### config.mk
export PLATFORM = sky130hd
export DESIGN_NAME = accessory_detect_switch_ctrl
export DESIGN_NICKNAME = d
export VERILOG_FILES = /design/src/design/accessory_detect_switch_ctrl.v /design/src/design/ovp_integrator.v
export VERILOG_INCLUDE_DIRS = /design/src /design/src/design
export SDC_FILE = /design/constraint.sdc
export NUM_CORES = 1
export LEC_CHECK = 0
export BUFFER_PORTS_ARGS = -buffer_cell sky130_fd_sc_hd__buf_2
export CORE_MARGIN = 2
export CORE_UTILIZATION = 29
export DETAILED_ROUTE_END_ITERATION = 8
export MAX_ROUTING_LAYER = met4
export PLACE_DENSITY = 0.48
export SLEW_MARGIN = 30
export SYNTH_ARGS = -nofsm -noshare
export SYNTH_HDL_FRONTEND = slang
export SYNTH_SLANG_ARGS = --single-unit
### constraint.sdc
create_clock -name i_sys_clk -period 5.6 [get_ports i_sys_clk]
set_input_delay 0.56 -clock i_sys_clk [delete_from_list [all_inputs] [get_ports i_sys_clk]]
set_output_delay 0.56 -clock i_sys_clk [all_outputs]
set_load 0.05 [all_outputs]
### src/design/acc_ctrl_defs.vh
// Constants for the accessory detect and switch control block
`ifndef ACC_CTRL_DEFS_VH
`define ACC_CTRL_DEFS_VH
`define CLK_MHZ 50
`define OVP_TRIP_NS 1000
`define OVP_TRIP_CYC ((`OVP_TRIP_NS * `CLK_MHZ) / 1000)
`define RECOV_US 10
`define RECOV_CYC (`RECOV_US * `CLK_MHZ)
`define SWRST_MS 30
`define SWRST_CYC (`SWRST_MS * 1000 * `CLK_MHZ)
`define AV_HOLD_US 100
`define AV_HOLD_CYC (`AV_HOLD_US * `CLK_MHZ)
`define ADC_W 5
`define SW_W 8
`define ADC_OTG 5'h00
`define ADC_T1_CHG 5'h17
`define ADC_T2_CHG 5'h1b
`define ADC_AV 5'h1a
`define ADC_UART 5'h16
`define ADC_NONE 5'h1f
`define SW_OPEN 8'h00
`define SW_USB 8'h01
`define SW_UART 8'h02
`define SW_AUDIO 8'h04
`define SW_VIDEO 8'h08
`define SW_VBUS 8'h10
`endif

### src/design/accessory_detect_switch_ctrl.v
// Accessory detection, switch steering, OVP flags and soft reset control
`timescale 1ns/1ps
`include "acc_ctrl_defs.vh"
module accessory_detect_switch_ctrl #(
    parameter SWRST_CYC = `SWRST_CYC,
    parameter RECOV_CYC = `RECOV_CYC,
    parameter AV_HOLD_CYC = `AV_HOLD_CYC
) (
    // Clock and power-on reset
    input wire i_sys_clk,
    input wire i_srst,
    // Comparators and ADC
    input wire i_vbus_high,
    input wire i_id_below_ref,
    input wire i_ov_weak,
    input wire i_ov_strong,
    input wire i_below_hys,
    input wire i_above_uvlo,
    input wire i_sync_pulse,
    input wire [`ADC_W-1:0] i_adc_code,
    input wire i_adc_done,
    output wire o_adc_start,
    output wire o_imp_measure,
    // Host control
    input wire i_manual_mode,
    input wire [`SW_W-1:0] i_manual_sw,
    input wire i_int_read,
    input wire i_int_mask,
    input wire i_scl_low,
    input wire i_sda_low,
    // Status and drive
    output reg [`ADC_W-1:0] o_acc_type_ff,
    output reg o_attached_ff,
    output reg [`SW_W-1:0] o_switch_ff,
    output wire o_vbus_switch_on,
    output reg o_overvoltage_flag_ff,
    output reg o_overvoltage_cleared_flag_ff,
    output reg o_attach_flag_ff,
    output reg o_detach_flag_ff,
    output reg o_interrupt_out_n_ff,
    output wire o_standby
);
    localparam ST_STANDBY = 4'b0001;
    localparam ST_MEASURE = 4'b0010;
    localparam ST_ATTACHED = 4'b0100;
    localparam ST_AV_HOLD = 4'b1000;

    reg [3:0] state_ff;
    reg [3:0] nxt_state;
    reg [31:0] swrst_cnt_ff;
    reg [31:0] av_cnt_ff;
    reg soft_rst_ff;
    reg int_hold_ff;
    wire ov_tripped;
    wire ov_trip;
    wire ov_clear;
    wire rst = i_srst | soft_rst_ff;

    function is_charger;
        input [`ADC_W-1:0] code;
        begin
            is_charger = (code == `ADC_T1_CHG) || (code == `ADC_T2_CHG);
        end
    endfunction

    // Automatic routing table; charger-only paths leave data switches open
    function [`SW_W-1:0] auto_route;
        input [`ADC_W-1:0] code;
        input vbus;
        begin
            case (code)
                `ADC_OTG: auto_route = `SW_USB;
                `ADC_UART: auto_route = `SW_UART;
                `ADC_AV: auto_route = `SW_VIDEO | `SW_AUDIO;
                `ADC_NONE: auto_route = vbus ? `SW_USB : `SW_OPEN;
                default: auto_route = is_charger(code) ? `SW_OPEN : `SW_AUDIO;
            endcase
        end
    endfunction

    ovp_integrator #(
        .TRIP_CYC(`OVP_TRIP_CYC),
        .RECOV_CYC(RECOV_CYC),
        .W(16)
    ) u_ovp (
        .i_sys_clk(i_sys_clk),
        .i_srst(rst),
        .i_ov_weak(i_ov_weak),
        .i_ov_strong(i_ov_strong),
        .i_above_uvlo(i_above_uvlo),
        .i_below_hys(i_below_hys),
        .o_tripped(ov_tripped),
        .o_trip_pulse_ff(ov_trip),
        .o_clear_pulse_ff(ov_clear)
    );

    assign o_vbus_switch_on = ~ov_tripped;
    assign o_standby = state_ff == ST_STANDBY;
    assign o_adc_start = state_ff == ST_MEASURE;
    // Impedance path used only with supply present and no charger seen yet
    assign o_imp_measure = (state_ff == ST_MEASURE) && i_vbus_high;

    wire insert = i_vbus_high | i_id_below_ref;
    wire gone = ~i_vbus_high & ~i_id_below_ref;

    always @*
    begin
        nxt_state = state_ff;
        case (state_ff)
            ST_STANDBY:
                if (insert)
                    nxt_state = ST_MEASURE;
            ST_MEASURE:
                if (gone)
                    nxt_state = ST_STANDBY;
                else if (i_adc_done)
                    nxt_state = ST_ATTACHED;
            ST_ATTACHED:
                if (gone)
                    nxt_state = (o_acc_type_ff == `ADC_AV) ? ST_AV_HOLD : ST_STANDBY;
                else if (i_adc_done && !i_vbus_high)
                    nxt_state = ST_ATTACHED;
            ST_AV_HOLD:
                if (insert)
                    nxt_state = ST_ATTACHED;
                else if (av_cnt_ff >= AV_HOLD_CYC - 1)
                    nxt_state = ST_STANDBY;
            default:
                nxt_state = ST_STANDBY;
        endcase
    end

    always @(posedge i_sys_clk)
    begin
        if (i_srst)
        begin
            swrst_cnt_ff <= 32'h0000_0000;
            soft_rst_ff <= 1'b0;
        end
        else if (i_scl_low && i_sda_low)
        begin
            if (swrst_cnt_ff >= SWRST_CYC - 1)
                soft_rst_ff <= 1'b1;
            else
                swrst_cnt_ff <= swrst_cnt_ff + 32'h0000_0001;
        end
        else
        begin
            swrst_cnt_ff <= 32'h0000_0000;
            soft_rst_ff <= 1'b0;
        end
    end

    always @(posedge i_sys_clk)
    begin
        if (i_srst)
            int_hold_ff <= 1'b0;
        else if (soft_rst_ff)
            int_hold_ff <= 1'b1;
        else if (!i_int_mask)
            int_hold_ff <= 1'b0;
    end

    always @(posedge i_sys_clk)
    begin
        if (rst)
        begin
            state_ff <= ST_STANDBY;
            o_acc_type_ff <= `ADC_NONE;
            o_attached_ff <= 1'b0;
            o_switch_ff <= `SW_OPEN;
            av_cnt_ff <= 32'h0000_0000;
            o_overvoltage_flag_ff <= 1'b0;
            o_overvoltage_cleared_flag_ff <= 1'b0;
            o_attach_flag_ff <= 1'b0;
            o_detach_flag_ff <= 1'b0;
            o_interrupt_out_n_ff <= 1'b1;
        end
        else
        begin
            state_ff <= nxt_state;
            if (i_adc_done && (state_ff == ST_MEASURE || state_ff == ST_ATTACHED))
                o_acc_type_ff <= i_adc_code;
            else if (nxt_state == ST_STANDBY)
                o_acc_type_ff <= `ADC_NONE;
            o_attached_ff <= (nxt_state == ST_ATTACHED) || (nxt_state == ST_AV_HOLD);
            // Sync pulses on the video load restart the hold window
            if (state_ff != ST_AV_HOLD || i_sync_pulse)
                av_cnt_ff <= 32'h0000_0000;
            else
                av_cnt_ff <= av_cnt_ff + 32'h0000_0001;
            if (i_manual_mode)
                o_switch_ff <= i_manual_sw;
            else
                o_switch_ff <= auto_route(o_acc_type_ff, i_vbus_high);
            // Set wins over a read-clear in the same cycle
            o_overvoltage_flag_ff <= ov_trip | (o_overvoltage_flag_ff & ~i_int_read);
            o_overvoltage_cleared_flag_ff <= ov_clear
                | (o_overvoltage_cleared_flag_ff & ~i_int_read);
            o_attach_flag_ff <= (state_ff == ST_MEASURE && nxt_state == ST_ATTACHED)
                | (o_attach_flag_ff & ~i_int_read);
            o_detach_flag_ff <= (state_ff != ST_STANDBY && nxt_state == ST_STANDBY)
                | (o_detach_flag_ff & ~i_int_read);
            o_interrupt_out_n_ff <= ~(int_hold_ff | (!i_int_mask &
                (o_overvoltage_flag_ff | o_overvoltage_cleared_flag_ff
                | o_attach_flag_ff | o_detach_flag_ff) & ~i_int_read));
        end
    end
endmodule // accessory_detect_switch_ctrl

### src/design/ovp_integrator.v
// Overvoltage glitch integrator and recovery deglitch timer
`timescale 1ns/1ps
`include "acc_ctrl_defs.vh"
module ovp_integrator #(
    parameter TRIP_CYC = `OVP_TRIP_CYC,
    parameter RECOV_CYC = `RECOV_CYC,
    parameter W = 16
) (
    // Clock and reset
    input wire i_sys_clk,
    input wire i_srst,
    // Comparator inputs
    input wire i_ov_weak,
    input wire i_ov_strong,
    input wire i_above_uvlo,
    input wire i_below_hys,
    // Status
    output wire o_tripped,
    output reg o_trip_pulse_ff,
    output reg o_clear_pulse_ff
);
    reg [W-1:0] integ_ff;
    reg [W-1:0] recov_ff;
    reg tripped_ff;
    wire [W-1:0] trip_lim = TRIP_CYC[W-1:0];
    // Strong excursions charge twice as fast, so they trip in half the time
    wire [W-1:0] step = i_ov_strong ? 16'h0002 : 16'h0001;
    wire trip_now = (integ_ff + step >= trip_lim) && (i_ov_weak || i_ov_strong);
    assign o_tripped = tripped_ff;
    always @(posedge i_sys_clk)
    begin
        if (i_srst)
        begin
            integ_ff <= 16'h0000;
            recov_ff <= 16'h0000;
            tripped_ff <= 1'b0;
            o_trip_pulse_ff <= 1'b0;
            o_clear_pulse_ff <= 1'b0;
        end
        else
        begin
            o_trip_pulse_ff <= 1'b0;
            o_clear_pulse_ff <= 1'b0;
            if (!tripped_ff)
            begin
                if (trip_now)
                begin
                    tripped_ff <= 1'b1;
                    o_trip_pulse_ff <= 1'b1;
                    integ_ff <= 16'h0000;
                end
                else if (i_ov_weak || i_ov_strong)
                    integ_ff <= integ_ff + step;
                else if (integ_ff != 16'h0000)
                    integ_ff <= integ_ff - 16'h0001;
                recov_ff <= 16'h0000;
            end
            else if (i_below_hys && i_above_uvlo)
            begin
                if (recov_ff >= RECOV_CYC[W-1:0] - 16'h0001)
                begin
                    tripped_ff <= 1'b0;
                    o_clear_pulse_ff <= 1'b1;
                    recov_ff <= 16'h0000;
                end
                else
                    recov_ff <= recov_ff + 16'h0001;
            end
            else
                recov_ff <= 16'h0000;
        end
    end
endmodule // ovp_integrator

* Yosys cells after proc, flatten, opt, wreduce, memory -nomap -nowiden
Index checks and enable logic that the tools add are counted.
Word-level totals: flip-flop bits (word level) 124, input bits 28, output and inout port bits 23, word-level logic and storage cells 117
Operators by class: add/sub/neg operators 5, magnitude comparators 4, equal/unequal tests 15, muxes and demuxes 26, bitwise operators 24, reductions and logical operators 25
Operators by type and width (number):
- $add A32 B1 Y32 const B | 2
- $mux W16 | 3
- $ge A32 B13 Y1 const B | 1
- $ge A32 B21 Y1 const B | 1
- $mux W4 | 8
- $pmux W4 S4 | 2
- $eq A5 B5 Y1 const B | 5
- $add A16 B1 Y16 const B | 1
- $add A16 B16 Y16 | 1
- $ge A16 B6 Y1 const B | 1
- $ge A16 B9 Y1 const B | 1
- $reduce_bool A16 Y1 | 1
- $sub A16 B1 Y16 const B | 1
- $mux W5 | 2
- $or A1 B1 Y1 | 10
- $eq A4 B1 Y1 const B | 2
- $eq A4 B3 Y1 const B | 2
- $eq A4 B4 Y1 const B | 2
- $logic_and A1 B1 Y1 | 8
- $mux W1 | 8
- $mux W8 | 1
- $and A1 B1 Y1 | 7
- $not A1 Y1 | 7
- $reduce_or A2 Y1 | 3
- 14 further kinds | 19

* Longest topological paths before layout
depth in word-level cells 8, gate-level depth with buffers 12, mapped depth without buffers 11

* Hierarchy
From an unflattened synthesis, not the netlist that was laid out.
Second synthesis, totals: cells, all modules 692, area, all modules 5931.9 um2
By module, submodules not included:
- accessory_detect_switch_ctrl | instances 1, cells each 457, area each 3953.8 um2, seq. area each 1781.7 um2
- ovp_integrator | instances 1, cells each 235, area each 1978.1 um2, seq. area each 700.7 um2

* Worst setup path before layout
OpenSTA, ideal clock, no wires.
path kind input to register, from input i_ov_strong, to register u_ovp.integ_ff[2], setup time 0.133 ns, arrival 2.482 ns, data required time 5.467 ns, setup slack 2.985 ns, stages on the path 12, buffers on the path 1, cell sequence inv_1 -> ha_1 -> inv_1 -> fa_1 -> and4b_1 -> mux2i_1 -> nand3_1 -> o31ai_1 -> and4_1 -> buf_2 -> nor3_2 -> nor3_1
Between the ends: word-level cells in the longest chain between the ends 6, elaborated cells on any way between the ends 9, those cells by class 1 x add/sub; 1 x order compare; 3 x mux; 4 x reduce/logical
RTL lines:
- start: declaration | line accessory_detect_switch_ctrl.v:16 | input wire i_ov_strong,
- $mux W2 | line ovp_integrator.v:27 | wire [W-1:0] step = i_ov_strong ? 16'h0002 : 16'h0001;
- $add A16 B16 Y16 | line ovp_integrator.v:28, ovp_integrator.v:53
- $ge A16 B6 Y1 | line ovp_integrator.v:28 | wire trip_now = (integ_ff + step >= trip_lim) && (i_ov_weak || i_ov_strong);
- $logic_and A1 B1 Y1 | line ovp_integrator.v:28
- $reduce_bool A3 Y1 (no line)
- $reduce_and A2 Y1 (no line)
- end signal: assignment | line ovp_integrator.v:53 | integ_ff <= integ_ff + step;
- end signal: assignment | line ovp_integrator.v:55 | integ_ff <= integ_ff - 16'h0001;
- end: declaration | line ovp_integrator.v:22 | reg [W-1:0] integ_ff;
Several ways; a longest one is shown, not always the timed one. A chain may end at the register's enable or synchronous reset.

* Worst setup path after layout
from register u_ovp.integ_ff[1], to register u_ovp.integ_ff[8]
Between the ends: word-level cells in the longest chain between the ends 5, elaborated cells on any way between the ends 10, those cells by class 2 x add/sub; 1 x order compare; 3 x mux; 4 x reduce/logical
RTL lines (line):
- $add A16 B16 Y16 | ovp_integrator.v:28, ovp_integrator.v:53
- $ge A16 B6 Y1 | ovp_integrator.v:28
- $logic_and A1 B1 Y1 | ovp_integrator.v:28
- $reduce_bool A3 Y1 (no line)
- $reduce_and A2 Y1 (no line)
Several ways; a longest one is shown, not always the timed one. The select of a mux whose other input is x is not followed.

==> results.json <==
{
  "status": "finished clean",
  "cts_resized": 0,
  "hold_violations": 0,
  "yosysTopAreaCell": "dfxtp_1",
  "core-area_um2": 19300,
  "design_area_um2": 6830,
  "ys.warnings.count": 0,
  "cp_max_fo": 14,
  "yosys-top-cells-count": "124 x dfxtp_1, 97 x nor2_1, 41 x nand3_1",
  "worstSetupPathType": "flop to flop",
  "nNetsFinal": 738,
  "rsz0062_at_grt": "false",
  "grt_use_total": 0.131,
  "clock_latency_ps": 410,
  "p_clk_frac": 0.444,
  "critPathRequiredTime_ps": 5880,
  "syn_to_final_growth_pct": 20.5,
  "switching_share": 0.292,
  "antenna_found_initial": 0,
  "clock_path_buffers": 2,
  "fin_skew_ps": 7.11,
  "p_leak_nw": 2.48,
  "placed_area_um2": 6130,
  "internal_power_mw": 2.07,
  "ys_seq_area_frac": 0.438,
  "ir_drop_v": 0.000206,
  "io_pins": 51,
  "grt_pass1_vias": 4479,
  "hpwl_mm": 8.98,
  "vias": 4724,
  "fillCellCount": 1951,
  "h-tree-depth": 4,
  "grt_pass1_wl_mm": 21.2,
  "synth_seq_cells": 124,
  "r2r_end": "u_ovp.integ_ff[8]",
  "drtIter0Drc": 275,
  "crit_path_end": "u_ovp.integ_ff[8]",
  "fmaxAchievable_mhz": 358,
  "r2r_cells": 9,
  "die_x_um": 144,
  "fin_crit_ps": 2790,
  "netlist_instances": 658,
  "worst_pin_slew_ps": 828,
  "combinationalPowerShare": 0.203,
  "cts_made_buffers": 17,
  "netlist_area_um2": 5670,
  "seqCellArea_um2": 2480,
  "synth_enable_flop_cells": 0,
  "crit_path_end_kind": "flop",
  "async_flop_share": 0,
  "power.density_nw_per_um2": 428,
  "cp.arrival_ps": 3070,
  "initial_core_util": 0.293,
  "postSynthAreaPerCell_um2": 8.61,
  "totalWireLength_mm": 12.6,
  "cts_root_buffer": "clkbuf_16",
  "setup_violations": 0,
  "drtPass1Iterations": 4,
  "portBuffers": 50,
  "slew_viol_final": 0,
  "holdBufCountCts": 0,
  "slew_headroom": 0.440,
  "crit_path_start": "u_ovp.integ_ff[1]",
  "ys.flop_type": "dfxtp_1",
  "cap_violations": 0,
  "startpoint_type": "flop",
  "rrSetupSlack_ps": 2810,
  "cts_setup_buffers": 0,
  "grt_start_max_net_pins": 33,
  "hold_path.class": "input port to flop",
  "fp.dieH_um": 144,
  "n_antenna_cell": 0,
  "grt_overflow_total": 0,
  "gp_congestion": 0.838,
  "clock-sinks": 124,
  "viasPerCell": 4.82,
  "multi_input_area_um2": 3000,
  "hp-start": "i_adc_code[2]",
  "die-area_um2": 20700,
  "cts_tree": "built",
  "clk_pin_slew_ps": 60,
  "drc": 0,
  "ant_nets": 0,
  "final_layout_size_suffix_gt1_frac": 0.154,
  "p_sw_mw": 0.852,
  "ys_types": 69,
  "p_seq_frac": 0.353,
  "synthTopCellsByArea": "dfxtp_1 44%, nor2_1 6.4%, xor2_1 5.4%, xnor2_1 3.9%, nand3_1 3.6%",
  "num_rows": 51,
  "tns_ps": 0,
  "r2r_start": "u_ovp.integ_ff[1]",
  "period_share": 0.498,
  "synth_top_area_share": 0.438,
  "postLayoutCoreUtil": 0.353,
  "yosysMostFrequentCell": "dfxtp_1",
  "wl_per_cell_um": 12.9
}
[through the flow]
step | std cells | power [mW] | worst slack [ps] | hold slack, ps
global placement | 949 | 1.64 | 2630 | 428
CTS | 980 | 2.94 | 2830 | 341
finish | 980 | 2.92 | 2810 | 355
floorplan | 664 | 1.53 | 2980 | 413
global route | 980 | 3.07 | 2530 | 338
detailed placement | 949 | 1.64 | 2560 | 438
[how the worst min path moves through the flow]
stage / slack [ps] / end / cells after the start
2_1_floorplan: 410 / o_overvoltage_cleared_flag_ff / 2
3_3_place_gp: 430 / o_overvoltage_cleared_flag_ff / 2
3_5_place_dp: 440 / o_overvoltage_cleared_flag_ff / 2
4_1_cts: 340 / o_acc_type_ff[1] / 2
5_1_grt: 340 / o_acc_type_ff[1] / 2
6_report: 360 / o_acc_type_ff[2] / 2
[final cells by class]
class | count | area share
multi-input combinational | 493 | 0.439
tap | 265 | 0.0486
clock inverter | 12 | 0.0354
clock buffer | 19 | 0.0663
sequential | 124 | 0.364
timing repair buffer | 52 | 0.0388
inverter | 15 | 0.00824
[metal layers]
metal  up-vias  GRT usage  wire length (um)
met5         -          -                 0
met4         0     0.0454               180
met3        16     0.0313               375
met2        68      0.203              5750
met1      2238      0.168              6300
li1       2402          -                 -
[power groups by stage]
| stage | Clock [mW] | Sequential (mW) | Combinational [mW] |
|---|---|---|---|
| final | 1.30 | 1.03 | 0.594 |
| after global routing | 1.36 | 1.04 | 0.664 |
| after CTS | 1.32 | 1.03 | 0.598 |
| after detailed placement | 0 | 1.05 | 0.595 |
| after global placement | 0 | 1.05 | 0.594 |
| after floorplan | 0 | 1.00 | 0.530 |
[kinds of logic (layout without fill, tap and decap cells)]
family / after synthesis / count (layout) / synth area share
AO/OA/AOI/OAI: 98 / 98 / 0.108
XOR/XNOR: 60 / 60 / 0.0927
adder cells (fa/ha/maj): 7 / 7 / 0.0168
buffers and inverters: 47 / 98 / 0.0369
flip-flops: 124 / 124 / 0.438
multiplexers: 5 / 5 / 0.00905
other: 1 / 7 / 0.000662
AND/OR/NAND/NOR: 316 / 316 / 0.298
[registers in the layout, indices dropped and copies added (netlist names), 4 cells and up]
register        flops
av_cnt_ff          32
swrst_cnt_ff       32
u_ovp.integ_ff     16
u_ovp.recov_ff     16
o_switch_ff         8
o_acc_type_ff       5
state_ff            4
[placed cells by master, fill, tap and decap left out, drive strengths merged, types with 5 or more instances in the layout]
cell type	synthesis	final
ha	6	6
and4	6	6
nor4	21	21
conb	1	7
xor2	35	35
xnor2	25	25
nand2	38	38
or4	7	7
or3	8	8
and3	17	17
a21oi	39	39
nor2	98	98
o22a	7	7
or2	5	5
dfxtp	124	124
inv	14	14
clkbuf	17	19
o21ai	22	22
and2	13	13
nand4	13	13
nor3	31	31
clkinv	1	5
buf	15	52
bufinv	0	7
nand3	43	43
[worst max-delay path: stages (launching register included)]
cell	delay (ps)
dfxtp_1	350
inv_1	110
ha_1	220
or3b_1	430
nor4_2	340
nand3_2	170
o21ai_2	560
nor3_1	230
a21oi_1	200
nor2_1	50
No activity file was read; power rests on OpenSTA's default activity.
